[src/hdl/lwc_defines.svh]
// constants and bit layout of the link width control registers
// Behaviour
// RQ1 - two register copies: 0xc4 serves side A, 0xc8 serves side B.
// RQ2 - read-write 3-bit outgoing width; 16-bit code only on side A.
// RQ3 - read-write 3-bit incoming width, same codes, 16-bit only side A.
// RQ4 - both width settings reset only by power good, kept over chip reset.
// RQ5 - after power good, widths default from negotiation with the partner.
// RQ6 - new width takes effect only at chip reset or link-stop disconnect.
// RQ7 - read-only max outgoing width: 16 bits side A, 8 bits side B.
// RQ8 - read-only max incoming width: 16 bits side A, 8 bits side B.
// RQ9 - after link-stop release and seen rx control, hold tx control asserted.
// RQ10 - hold is at least 16 bit times, or about 50 us when selected.
// RQ11 - long hold select cleared only by power good, kept over chip reset.
// RQ12 - low half resets to 0020h; side B max widths read as 00.
// RQ13 - bit 5 reflects the link initialisation outcome, not a fixed value.
// RQ14 - init done set on success, cleared by chip reset or disconnect.
// RQ15 - reserved bits read zero and ignore writes.
`ifndef LWC_DEFINES_SVH
`define LWC_DEFINES_SVH
`define LWC_ADDR_W 12
`define LWC_OFS_A 12'h0c4
`define LWC_OFS_B 12'h0c8
`define LWC_OUT_LO 28
`define LWC_IN_LO 24
`define LWC_MAXO_LO 20
`define LWC_MAXI_LO 16
`define LWC_LONG_BIT 14
`define LWC_DONE_BIT 5
`define LWC_W16 3'h1
`define LWC_W8 3'h0
`define LWC_W4 3'h5
`define LWC_W2 3'h4
`define LWC_WNC 3'h7
`define LWC_SHORT_BITS 16
`define LWC_LONG_HOLD_NS 50000
`define LWC_CLK_NS 25
`define LWC_LONG_CYC (`LWC_LONG_HOLD_NS / `LWC_CLK_NS)
`define LWC_RESP_OKAY 2'h0
`define LWC_RESP_SLVERR 2'h2
`endif

[src/hdl/lwc_pkg.sv]
// types and width-code helpers for the link width control block
`include "lwc_defines.svh"
package lwc_pkg;
    typedef logic [2:0] lwc_width_t;
    typedef enum logic [1:0] {
        ST_TRAIN = 2'b00,
        ST_HOLD = 2'b01,
        ST_UP = 2'b10,
        ST_STOP = 2'b11
    } lwc_link_st_t;
    typedef struct packed {
        logic lc_s1, lc_s2, lc_prev, rc_s1, rc_s2, ls_s1, ls_s2;
        lwc_link_st_t st;
        logic from_stop;
        logic [11:0] cnt;
        logic tx_ctl, init_done;
        lwc_width_t act_out, act_in;
    } lwc_side_st_t;
    typedef struct packed {
        logic pg_s1, pg_s2;
        logic [1:0][2:0] po_s1, po_s2, pi_s1, pi_s2;
        logic [1:0][2:0] out_set, in_set;
        logic [1:0] long_sel;
        logic aw_held, w_held, awready, wready, bvalid, arready, rvalid;
        logic [`LWC_ADDR_W-1:0] aw_addr;
        logic [31:0] w_data, rdata;
        logic [3:0] w_strb;
        logic [1:0] bresp, rresp;
    } lwc_top_st_t;
    // 16 bits ranks highest; unknown codes rank as not connected
    function automatic logic [2:0] lwc_rank(input lwc_width_t c);
        unique case (c)
            `LWC_W16: lwc_rank = 3'h4;
            `LWC_W8: lwc_rank = 3'h3;
            `LWC_W4: lwc_rank = 3'h2;
            `LWC_W2: lwc_rank = 3'h1;
            default: lwc_rank = 3'h0;
        endcase
    endfunction
    function automatic logic lwc_code_ok(input lwc_width_t c,
                                         input logic side_a);
        lwc_code_ok = (lwc_rank(c) != 3'h0) || (c == `LWC_WNC);
        if (c == `LWC_W16) begin
            lwc_code_ok = side_a;
        end
    endfunction
endpackage

[src/hdl/lwc_side_if.sv]
// settings down to and status up from one tunnel side
`timescale 1ns/100ps
`default_nettype none
interface lwc_side_if;
    logic [2:0] out_set, in_set, act_out, act_in;
    logic long_sel, tx_ctl, init_done;
    modport regs(output out_set, in_set, long_sel,
                 input act_out, act_in, tx_ctl, init_done);
    modport side(input out_set, in_set, long_sel,
                 output act_out, act_in, tx_ctl, init_done);
endinterface
`default_nettype wire

[src/hdl/lwc_side.sv]
// link-side sequencing: control-line hold, init done, active widths
`timescale 1ns/100ps
`default_nettype none
module lwc_side import lwc_pkg::*; (
    // clock, reset, enable
    input wire logic aclk,
    input wire logic aresetn,
    input wire logic ce,
    // link pins
    input wire logic link_clk,
    input wire logic rx_control_line,
    input wire logic link_stop_n,
    // register side
    lwc_side_if.side sif
);
    localparam logic [11:0] SHORT_CNT = 12'(`LWC_SHORT_BITS);
    localparam logic [11:0] LONG_CNT = 12'(`LWC_LONG_CYC);
    lwc_side_st_t r, n;
    logic tick, long_hold;
    logic [11:0] limit;

    always_comb begin
        n = r;
        n.lc_s1 = link_clk;
        n.lc_s2 = r.lc_s1;
        n.lc_prev = r.lc_s2;
        n.rc_s1 = rx_control_line;
        n.rc_s2 = r.rc_s1;
        n.ls_s1 = link_stop_n;
        n.ls_s2 = r.ls_s1;
        // both link clock edges count: each edge is one bit time
        long_hold = r.from_stop && sif.long_sel; // see RQ9
        tick = long_hold | (r.lc_s2 ^ r.lc_prev);
        limit = long_hold ? LONG_CNT : SHORT_CNT; // see RQ10
        if (!aresetn) begin
            n.st = ST_TRAIN;
            n.tx_ctl = 1'b1;
            n.init_done = 1'b0; // see RQ14
            n.from_stop = 1'b0;
            n.cnt = 12'h0;
            n.act_out = sif.out_set; // see RQ6
            n.act_in = sif.in_set;
        end else if (!r.ls_s2 && r.st != ST_STOP) begin
            n.st = ST_STOP;
            n.tx_ctl = 1'b0;
        end else begin
            unique case (r.st)
                ST_TRAIN: begin
                    if (r.rc_s2) begin
                        n.st = ST_HOLD;
                        n.cnt = 12'h0;
                    end
                end
                ST_HOLD: begin
                    if (tick) begin
                        n.cnt = r.cnt + 12'h1;
                    end
                    if (n.cnt >= limit) begin // see RQ10
                        n.st = ST_UP;
                        n.tx_ctl = 1'b0;
                        n.init_done = 1'b1; // see RQ13
                    end
                end
                ST_UP: begin
                end
                ST_STOP: begin
                    // disconnect done: drop status, pick up new widths
                    n.init_done = 1'b0; // see RQ14
                    n.act_out = sif.out_set; // see RQ6
                    n.act_in = sif.in_set;
                    if (r.ls_s2) begin
                        n.st = ST_TRAIN;
                        n.tx_ctl = 1'b1; // see RQ9
                        n.from_stop = 1'b1;
                        n.cnt = 12'h0;
                    end
                end
            endcase
        end
    end

    always_ff @(posedge aclk) begin
        if (ce || !aresetn) begin
            r <= n;
        end
    end

    assign sif.tx_ctl = r.tx_ctl;
    assign sif.init_done = r.init_done;
    assign sif.act_out = r.act_out;
    assign sif.act_in = r.act_in;
endmodule
`default_nettype wire

[src/hdl/lwc_top.sv]
// link width control registers behind an AXI4-Lite slave, two sides
//
// The AXI4-Lite register port is this design's own decision.
`timescale 1ns/100ps
`default_nettype none
module lwc_top import lwc_pkg::*; (
    // clock, chip reset, enable
    input wire logic aclk,
    input wire logic aresetn,
    input wire logic ce,
    // power good, high when supplies are stable
    input wire logic power_good,
    // partner link widths per side, index 0 is side A
    input wire logic [1:0][2:0] partner_out_width,
    input wire logic [1:0][2:0] partner_in_width,
    // link pins per side
    input wire logic [1:0] link_clk,
    input wire logic [1:0] rx_control_line,
    input wire logic [1:0] link_stop_n,
    output logic [1:0] tx_control_line,
    output logic [1:0][2:0] active_out_width,
    output logic [1:0][2:0] active_in_width,
    // axi4-lite write address and data
    input wire logic [`LWC_ADDR_W-1:0] s_axi_awaddr,
    input wire logic s_axi_awvalid,
    output logic s_axi_awready,
    input wire logic [31:0] s_axi_wdata,
    input wire logic [3:0] s_axi_wstrb,
    input wire logic s_axi_wvalid,
    output logic s_axi_wready,
    // axi4-lite write response
    output logic [1:0] s_axi_bresp,
    output logic s_axi_bvalid,
    input wire logic s_axi_bready,
    // axi4-lite read
    input wire logic [`LWC_ADDR_W-1:0] s_axi_araddr,
    input wire logic s_axi_arvalid,
    output logic s_axi_arready,
    output logic [31:0] s_axi_rdata,
    output logic [1:0] s_axi_rresp,
    output logic s_axi_rvalid,
    input wire logic s_axi_rready
);
    lwc_top_st_t r, n;
    lwc_side_if sif [2] ();
    logic [1:0] init_done_w;

    // one side per instance, side A is index 0
    genvar g;
    generate
        for (g = 0; g < 2; g++) begin : gen_side
            assign sif[g].out_set = r.out_set[g];
            assign sif[g].in_set = r.in_set[g];
            assign sif[g].long_sel = r.long_sel[g];
            assign init_done_w[g] = sif[g].init_done;
            assign tx_control_line[g] = sif[g].tx_ctl;
            assign active_out_width[g] = sif[g].act_out;
            assign active_in_width[g] = sif[g].act_in;
            lwc_side u_side (
                .aclk(aclk),
                .aresetn(aresetn),
                .ce(ce),
                .link_clk(link_clk[g]),
                .rx_control_line(rx_control_line[g]),
                .link_stop_n(link_stop_n[g]),
                .sif(sif[g])
            );
        end
    endgenerate

    // word decode: 0 side A, 1 side B, 2 unmapped
    function automatic logic [1:0] decode(
        input logic [`LWC_ADDR_W-1:0] a);
        decode = 2'h2;
        if (a[`LWC_ADDR_W-1:2] == offs_word(`LWC_OFS_A)) begin
            decode = 2'h0; // see RQ1
        end
        if (a[`LWC_ADDR_W-1:2] == offs_word(`LWC_OFS_B)) begin
            decode = 2'h1;
        end
    endfunction
    function automatic logic [`LWC_ADDR_W-3:0] offs_word(
        input logic [`LWC_ADDR_W-1:0] a);
        offs_word = a[`LWC_ADDR_W-1:2];
    endfunction

    // fixed maximum width of each side
    function automatic lwc_width_t max_code(input logic s);
        max_code = s ? `LWC_W8 : `LWC_W16; // see RQ7
    endfunction

    // negotiated default: the narrower of own maximum and partner width
    function automatic lwc_width_t negotiate(input lwc_width_t own,
                                             input lwc_width_t peer);
        negotiate = (lwc_rank(peer) < lwc_rank(own)) ? peer : own;
        if (lwc_rank(peer) == 3'h0) begin
            negotiate = `LWC_WNC;
        end
    endfunction

    // reserved bits and the fields not held here read as zero
    function automatic logic [31:0] read_word(input logic s,
                                              input lwc_top_st_t q,
                                              input logic [1:0] done);
        read_word = 32'h0; // see RQ15
        read_word[`LWC_OUT_LO +: 3] = q.out_set[s]; // see RQ2
        read_word[`LWC_IN_LO +: 3] = q.in_set[s]; // see RQ3
        read_word[`LWC_MAXO_LO +: 3] = max_code(s); // see RQ7
        read_word[`LWC_MAXI_LO +: 3] = max_code(s); // see RQ8
        read_word[`LWC_LONG_BIT] = q.long_sel[s]; // see RQ11
        read_word[`LWC_DONE_BIT] = done[s]; // see RQ13
    endfunction

    logic [1:0] wsel;
    logic [1:0] rsel;
    logic wside;
    lwc_width_t wout, win;

    always_comb begin
        n = r;
        wsel = 2'h2;
        rsel = 2'h2;
        wside = 1'b0;
        wout = 3'h0;
        win = 3'h0;
        n.pg_s1 = power_good;
        n.pg_s2 = r.pg_s1;
        n.po_s1 = partner_out_width;
        n.po_s2 = r.po_s1;
        n.pi_s1 = partner_in_width;
        n.pi_s2 = r.pi_s1;
        // write address and data are taken in either order
        if (s_axi_awvalid && r.awready) begin
            n.aw_held = 1'b1;
            n.aw_addr = s_axi_awaddr;
        end
        if (s_axi_wvalid && r.wready) begin
            n.w_held = 1'b1;
            n.w_data = s_axi_wdata;
            n.w_strb = s_axi_wstrb;
        end
        if (r.bvalid && s_axi_bready) begin
            n.bvalid = 1'b0;
        end
        if (n.aw_held && n.w_held && !n.bvalid) begin
            wsel = decode(n.aw_addr);
            wside = wsel[0];
            wout = n.w_data[`LWC_OUT_LO +: 3];
            win = n.w_data[`LWC_IN_LO +: 3];
            n.aw_held = 1'b0;
            n.w_held = 1'b0;
            n.bvalid = 1'b1;
            n.bresp = wsel[1] ? `LWC_RESP_SLVERR : `LWC_RESP_OKAY;
            // illegal codes are dropped so the field keeps a legal width
            if (!wsel[1] && n.w_strb[3]) begin
                if (lwc_code_ok(wout, !wside)) begin
                    n.out_set[wside] = wout; // see RQ2
                end
                if (lwc_code_ok(win, !wside)) begin
                    n.in_set[wside] = win; // see RQ3
                end
            end
            if (!wsel[1] && n.w_strb[1]) begin
                n.long_sel[wside] = n.w_data[`LWC_LONG_BIT]; // see RQ9
            end
        end
        n.awready = !n.aw_held && !n.bvalid;
        n.wready = !n.w_held && !n.bvalid;
        // read path: one read in flight
        if (r.rvalid && s_axi_rready) begin
            n.rvalid = 1'b0;
        end
        if (s_axi_arvalid && r.arready) begin
            rsel = decode(s_axi_araddr);
            n.rvalid = 1'b1;
            n.rdata = rsel[1] ? 32'h0 : read_word(rsel[0], r, init_done_w);
            n.rresp = rsel[1] ? `LWC_RESP_SLVERR : `LWC_RESP_OKAY;
        end
        n.arready = !n.rvalid;
        // sticky fields: power good only, chip reset leaves them
        if (!r.pg_s2) begin
            for (int s = 0; s < 2; s++) begin
                n.out_set[s] = negotiate(max_code(s[0]), r.po_s2[s]);
                n.in_set[s] = negotiate(max_code(s[0]), r.pi_s2[s]);
            end // see RQ5
            n.long_sel = 2'h0; // see RQ11
        end // see RQ4
        if (!aresetn) begin
            n.aw_held = 1'b0;
            n.w_held = 1'b0;
            n.awready = 1'b0;
            n.wready = 1'b0;
            n.bvalid = 1'b0;
            n.bresp = `LWC_RESP_OKAY;
            n.arready = 1'b0;
            n.rvalid = 1'b0;
            n.rdata = 32'h0;
            n.rresp = `LWC_RESP_OKAY;
            n.aw_addr = '0;
            n.w_data = 32'h0;
            n.w_strb = 4'h0;
        end
    end

    always_ff @(posedge aclk) begin
        if (ce || !aresetn) begin
            r <= n;
        end
    end

    assign s_axi_awready = r.awready;
    assign s_axi_wready = r.wready;
    assign s_axi_bvalid = r.bvalid;
    assign s_axi_bresp = r.bresp;
    assign s_axi_arready = r.arready;
    assign s_axi_rvalid = r.rvalid;
    assign s_axi_rdata = r.rdata;
    assign s_axi_rresp = r.rresp;
endmodule
`default_nettype wire

[config.mk]
export PLATFORM = sky130hd
export DESIGN_NAME = lwc_top
export DESIGN_NICKNAME = d
export VERILOG_FILES = /design/src/hdl/lwc_pkg.sv /design/src/hdl/lwc_side_if.sv /design/src/hdl/lwc_side.sv /design/src/hdl/lwc_top.sv
export VERILOG_INCLUDE_DIRS = /design/src /design/src/hdl
export SDC_FILE = /design/constraint.sdc
export NUM_CORES = 1
export LEC_CHECK = 0
export BUFFER_PORTS_ARGS = -buffer_cell sky130_fd_sc_hd__buf_2
export CAP_MARGIN = 5
export CORE_MARGIN = 2
export CORE_UTILIZATION = 54
export CTS_BUF_LIST = sky130_fd_sc_hd__clkbuf_4
export DETAILED_ROUTE_END_ITERATION = 8
export PLACE_DENSITY_LB_ADDON = 0.08
export SLEW_MARGIN = 20
export SYNTH_ARGS = -nofsm -noshare
export SYNTH_HDL_FRONTEND = slang
export SYNTH_HIERARCHICAL = 1
export SYNTH_SLANG_ARGS = --single-unit
[constraint.sdc]
create_clock -name aclk -period 3.5 [get_ports aclk]
set_input_delay 0.7 -clock aclk [delete_from_list [all_inputs] [get_ports aclk]]
set_output_delay 0.7 -clock aclk [all_outputs]
set_load 0.005 [all_outputs]
# After elaboration in Yosys (flattened, before gate mapping)
# Index checks and enable logic that the tools add are counted.
# W data, S select, Z words.
[op_classes]
addsub = 2
n_lt_le_gt_ge = 9
n_eq_ne = 63
n_mux = 113
n_bitwise = 4
n_reduce_logical = 60
[ops]
columns = ["cell", "n"]
rows = [
  ["$mux W12", 12],
  ["$pmux W12 S3", 2],
  ["$pmux W3 S4", 6],
  ["$mux W3", 23],
  ["$mux W31", 2],
  ["$mux W16", 3],
  ["$eq A3 B3 Y1 const B", 14],
  ["$eq A10 B6 Y1 const B", 4],
  ["$mux W2", 19],
  ["$mux W6", 6],
  ["$mux W32", 1],
  ["$reduce_and A4 Y1", 8],
  ["$logic_not A3 Y1", 10],
  ["$mux W13", 2],
  ["$add A12 B1 Y12 const B", 2],
  ["$ge A12 B12 Y1", 2],
  ["$ne A4 B2 Y1 const B", 6],
  ["$mux W1", 22],
  ["$mux W11", 2],
  ["$ne A2 B1 Y1 const B", 11],
  ["$reduce_and A5 Y1", 4],
  ["$eq A3 B1 Y1 const B", 6],
  ["$ne A3 B2 Y1 const B", 6],
  ["$logic_and A1 B1 Y1", 16],
  ["26 further kinds", 62],
]
[totals]
regBits = 162
in_bits = 87

# Logic depth before layout (Yosys ltp)
[depth]
ltp_word = 20
depth_mapped = 10

# By module
# The synthesis kept the hierarchy.
[modules_own_cells]
columns = ["module", "n_inst", "cells_each", "area_per_inst_um2", "seq_area_each_um2"]
rows = [
  ["lwc_top", 1, 287, 3578.4, 2312.2],
  ["lwc_side (gen_side[1].u_side)", 1, 130, 1576.5, 900.9],
  ["lwc_side (gen_side[0].u_side)", 1, 131, 1564.0, 900.9],
]

# Worst setup path before layout
# OpenSTA, ideal clock, no wires.
[synth_path]
path_kind = "in2reg"
from = "input port aresetn"
to = "register r[91] (netlist bit), enable pin"
setup_time_ns = 0.330
arrival_time_ns = 2.353
t_required_ns = 3.170
setup_slack_ns = 0.818
path_stages = 3
path_cell_list = "clkbuf_1 > nand2_1 > a21boi_0"
[synth_via]
elab_chain_len = 3
[synth_lines]
columns = ["item", "line", "rtl"]
rows = [
  ["start: declaration", "lwc_top.sv:9", "input wire logic aresetn,"],
  ["$logic_not A1 Y1", "n/a", ""],
  ["$logic_or A1 B1 Y1", "lwc_top.sv:206", "if (ce || !aresetn) begin"],
  ["$reduce_and A3 Y1 (no line)", "n/a", ""],
  ["end signal: assignment", "lwc_top.sv:207", "r <= n;"],
  ["end: declaration", "lwc_top.sv:44", "lwc_top_st_t r, n;"],
]
# No other way between the ends.
# A chain may end at the register's enable or synchronous reset.

# Final worst setup path
[layout_path]
from = "register r[91] (netlist bit)"
to = "register gen_side[0].u_side/r[21] (netlist bit), enable pin"
[layout_via]
elab_chain_len = 9
[layout_lines]
columns = ["item", "line", "rtl"]
rows = [
  ["$logic_and A1 B1 Y1 *", "lwc_side.sv:32", "long_hold = r.from_stop && sif.long_sel;"],
  ["$or A1 B1 Y1", "lwc_side.sv:33", "tick = long_hold | (r.lc_s2 ^ r.lc_prev);"],
  ["$mux W12", "lwc_side.sv:55", "if (tick) begin"],
  ["$mux W12", "lwc_side.sv:47", "unique case (r.st)"],
  ["$mux W12", "lwc_side.sv:43", "end else if (!r.ls_s2 && r.st != ST_STOP) begin"],
  ["$mux W12", "lwc_side.sv:35", "if (!aresetn) begin"],
  ["$ge A12 B12 Y1 *", "lwc_side.sv:58", "if (n.cnt >= limit) begin"],
  ["$ne A4 B2 Y1 (no line) *", "n/a", ""],
  ["$reduce_and A5 Y1 (no line) *", "n/a", ""],
  ["end signal: assignment", "lwc_side.sv:84", "r <= n;"],
  ["end: declaration", "lwc_side.sv:18", "lwc_side_st_t r, n;"],
]
# Every way passes the cells marked *; elsewhere a longest branch is shown, timed or not. The select of a mux whose other input is x is not followed.

==> impl_summary.txt <==
----------------------------------------------------
[Floorplanning]
  Number of ports placed on the die boundary ... 142
  Width of the chip ... 116 µm
  Vertical extent of the die ... 116 µm
  Area inside the core boundary ... 12100 µm²
  Starting utilization of the core area ... 0.557
  Row Count ... 40
  Total Die Area ... 13400 µm²

[Min path]
  Min-Delay Startpoint ... link_clk[1]
  Min-Delay Path Class ... input port to flip-flop
  Hold worst-path end ... gen_side[1].u_side/n[28]$_DFFE_PN_
  Worst hold path stage count ... 1

[Timing]
  Clock period minus worst slack ... 3.06 ns
  Final clock period utilization by the worst path ... 0.873
  Slew Viols, Final ... 0
  Minimum setup slack in the final design ... 0.445 ns
  Number of endpoints with negative hold slack in the final report ... 0
  Final clock skew ... 0.0237 ns
  RSZ-0062 raised after global routing ... no
  Relative slew margins ... 0.433
  Post-route setup TNS ... 0 ns
  Worst Tran Pin Value ... 0.849 ns
  F_max ... 327 MHz
  Setup violations, final ... 0

[Logic synthesis]
  Most common flop cell mapped by yosys ... sky130_fd_sc_hd__edfxtp_1
  Number of distinct standard cells referenced by the synthesized netlist ... 57
  Post-synthesis cell count ... 548
  Cell types occupying the most area after synthesis ... sky130_fd_sc_hd__edfxtp_1 (61%), sky130_fd_sc_hd__buf_4 (5.6%), sky130_fd_sc_hd__nor2_1 (3.3%)
  Mapped cell area ... 6720 µm²
  Top cell type's share of synthesized area ... 0.612
  Average instance area after synthesis ... 12.3 µm²
  Total number of yosys warnings ... 6
  Post-synthesis sequential area ratio ... 0.612
  Share of flip-flops with an asynchronous set or reset ... 0
  Count of flip-flops with a built-in enable after synthesis ... 137
  Register bit count reported by yosys ... 137
  Leading area contributor after synthesis ... sky130_fd_sc_hd__edfxtp_1

[Clock network]
  Clock Pin Slew Worst Setup and Hold Paths ... 0.13 ns
  Clock tree from TritonCTS ... yes
  Quantity of gates resized following cts ... 0
  Post-cts hold buffer count ... 0
  Maximum buffer depth of the clock tree ... 2
  Clock latency of the later-clocked register in the worst-skew pair ... 0.54 ns
  Level count of the clock H-tree ... 4
  Buffer count from post-CTS setup fixing ... 0
  Number of clock buffers inserted by TritonCTS ... 17
  Clock sinks ... 137
  Buffer cell driving the clock tree root ... sky130_fd_sc_hd__clkbuf_4

[Placement]
  Placed cells ... 769
  Weighted congestion at the end of routability-driven global placement ... 0.805
  Number of input and output port buffers inserted ... 86
  Post-detail-place hpwl ... 8750 µm
  Post-placement worst setup slack ... 0.467 ns

[Drt]
  Number of remaining DRC errors ... 0
  Total iterations of the first detailed-routing run ... 4
  DR WL/cell ... 14.9 µm
  Vias per cell ... 5.17
  Detailed-route via count ... 4136
  Routed Antenna Nets ... 0
  Aggregate routed wire length ... 11900 µm
  Starting DRT DRC Count ... 225

[Setup path]
  Maximum cell stage delay along the critical path ... 0.55 ns
  Worst path required time ... 3.71 ns
  Critical Path Slowest Stage Cell ... sky130_fd_sc_hd__o2111ai_1
  Launch point of the worst reg-to-reg path ... r[91]$_SDFFCE_PN0P_
  Capturing element type of the critical path ... flip-flop
  Critical Path Most Common Cell ... sky130_fd_sc_hd__o2111ai_1
  Critical path buffer and inverter count ... 0
  Endpoint of the lowest-slack register-to-register path ... gen_side[0].u_side/r[21]$_SDFFCE_PN0P_
  Worst Path Class, Setup ... flip-flop to flip-flop
  Reg-to-reg setup timing slack ... 0.44 ns
  Crit path max-delay family ... compound AO/OA/AOI/OAI gates
  Crit path DAT ... 3.27 ns
  R2R depth ... 9
  Maximum fanout count along the critical path ... 6
  Critical Path, Cell by Cell ... and2_1 -> o2111ai_1 -> nor2_1 -> xor2_1 -> ha_1 -> o21a_1 -> o2111ai_1 -> or3_1 -> a41oi_1
  Worst setup SP type ... flip-flop

[Cells and area]
  Most common cell after layout, fill and taps aside ... sky130_fd_sc_hd__edfxtp_1
  Top library cells by usage in the layout, fill and taps aside ... sky130_fd_sc_hd__edfxtp_1 (137), sky130_fd_sc_hd__buf_2 (86), sky130_fd_sc_hd__nor2_1 (59)
  Non-filler cells, final ... 800
  Antenna fix cells ... 0
  Growth of design area from synthesis to finish ... 9.26%
  Final Net Count ... 719
  Fraction of layout cells with a size suffix above 1 ... 0.225

[Global route]
  Global-route wire length before repair ... 19200 µm
  Total global-route track usage ... 0.190
  Antenna violations before repair ... 0
  Grt ovf ... 0
  Via count of the first global-routing pass ... 4025
  Pin count of the biggest net entering global routing ... 35

[Power]
  Max rail drop VDD ... 0.000355 V
  Power per unit of standard cell area ... 487 nW/µm²
  Static leakage ... 2.93 nW

[Job]
  Max-capacitance violation count ... 0

[Run status]
  Result of the run ... completed

----------------------------------------------------
[flip-flops by register name (all words and copies together), names as in the netlist, 6 cells and up]
signal / flops
s_axi_rdata: 9
n: 13
gen_side.u_side/r: 36
gen_side.u_side/sif.act_in: 6
r: 36
sif.out_set: 6
gen_side.u_side/n: 8
sif.in_set: 6
gen_side.u_side/sif.act_out: 6
[metrics by stage]
stage                     area, µm²  hold WS [ns]   util  total power (W)
after detailed placement       7060         0.405  0.585          0.00259
after CTS                      7340         0.275  0.609          0.00361
final                          7340         0.335  0.609          0.00357
after global routing           7340         0.262  0.609          0.00375
after global placement         7060         0.405  0.585          0.00257
after floorplan                6810         0.400      -          0.00248
[power by group]
part	total, W	internal, W	switching, W
Sequential	0.00210	0.00201	0.0000950
Clock	0.00102	0.000436	0.000585
Combinational	0.000452	0.000188	0.000264
[synth_stat cells, types with 9 or more instances]
master,count
sky130_fd_sc_hd__and2_1,16
sky130_fd_sc_hd__a21oi_1,24
sky130_fd_sc_hd__o21ai_0,12
sky130_fd_sc_hd__xnor2_1,16
sky130_fd_sc_hd__o22ai_1,14
sky130_fd_sc_hd__inv_1,22
sky130_fd_sc_hd__mux2i_1,18
sky130_fd_sc_hd__clkbuf_1,9
sky130_fd_sc_hd__nor2_1,59
sky130_fd_sc_hd__ha_1,12
sky130_fd_sc_hd__buf_4,50
sky130_fd_sc_hd__nand2_1,48
sky130_fd_sc_hd__xor2_1,9
sky130_fd_sc_hd__edfxtp_1,137
[kinds of logic (layout without fill, tap and decap cells)]
family                     count (synthesis)  after routing  synth area share
AOI/OAI and AO/OA                         78             78            0.0780
xor gates and xnor gates                  26             26            0.0350
adders and majority gates                 12             12            0.0223
buffers and inverters                     85            146            0.0767
DFF                                      137            137             0.612
muxes                                     19             19            0.0285
other                                      1             24          0.000558
and+or+nand+nor                          190            190             0.147
[worst max-delay path by stage]
stage	startpoint	to	slack (ns)	depth (start not counted)
4_1_cts	r[91]$_SDFFCE_PN0P_	gen_side[0].u_side/r[21]$_SDFFCE_PN0P_	0.44	9
3_3_place_gp	r[91]$_SDFFCE_PN0P_	gen_side[0].u_side/r[22]$_SDFFCE_PN0P_	0.54	9
5_1_grt	r[91]$_SDFFCE_PN0P_	gen_side[0].u_side/r[21]$_SDFFCE_PN0P_	0.27	9
3_5_place_dp	r[91]$_SDFFCE_PN0P_	gen_side[0].u_side/r[21]$_SDFFCE_PN0P_	0.47	9
2_1_floorplan	aresetn	r[91]$_SDFFCE_PN0P_	0.82	3
6_report	r[91]$_SDFFCE_PN0P_	gen_side[0].u_side/r[21]$_SDFFCE_PN0P_	0.44	9
[worst register-to-register path, cell delays in order (launching register included)]
cell	delay, ns
sky130_fd_sc_hd__edfxtp_1	0.45
sky130_fd_sc_hd__and2_1	0.21
sky130_fd_sc_hd__o2111ai_1	0.55
sky130_fd_sc_hd__nor2_1	0.11
sky130_fd_sc_hd__xor2_1	0.18
sky130_fd_sc_hd__ha_1	0.28
sky130_fd_sc_hd__o21a_1	0.13
sky130_fd_sc_hd__o2111ai_1	0.09
sky130_fd_sc_hd__or3_1	0.43
sky130_fd_sc_hd__a41oi_1	0.30
[area by class of cell]
| cell class | count | area [µm²] |
|---|---|---|
| Sequential cell | 137 | 4110 |
| Timing Repair Buffer | 91 | 468 |
| Clock inverter | 13 | 145 |
| Clock buffer | 18 | 135 |
| Fill cell | 977 | 4720 |
| Inverter | 24 | 90.1 |
| Tap cell | 168 | 210 |
| Multi-Input combinational cell | 349 | 2180 |
[layer usage]
metal | vias up | track usage | wire length, µm
met5 | - | 0 | 0
met3 | 14 | 0.0539 | 452
li1 | 2063 | - | -
met4 | 0 | 0.0739 | 139
met1 | 1971 | 0.240 | 5280
met2 | 88 | 0.313 | 6010
Note: power is estimated with default switching activity, not from simulation.
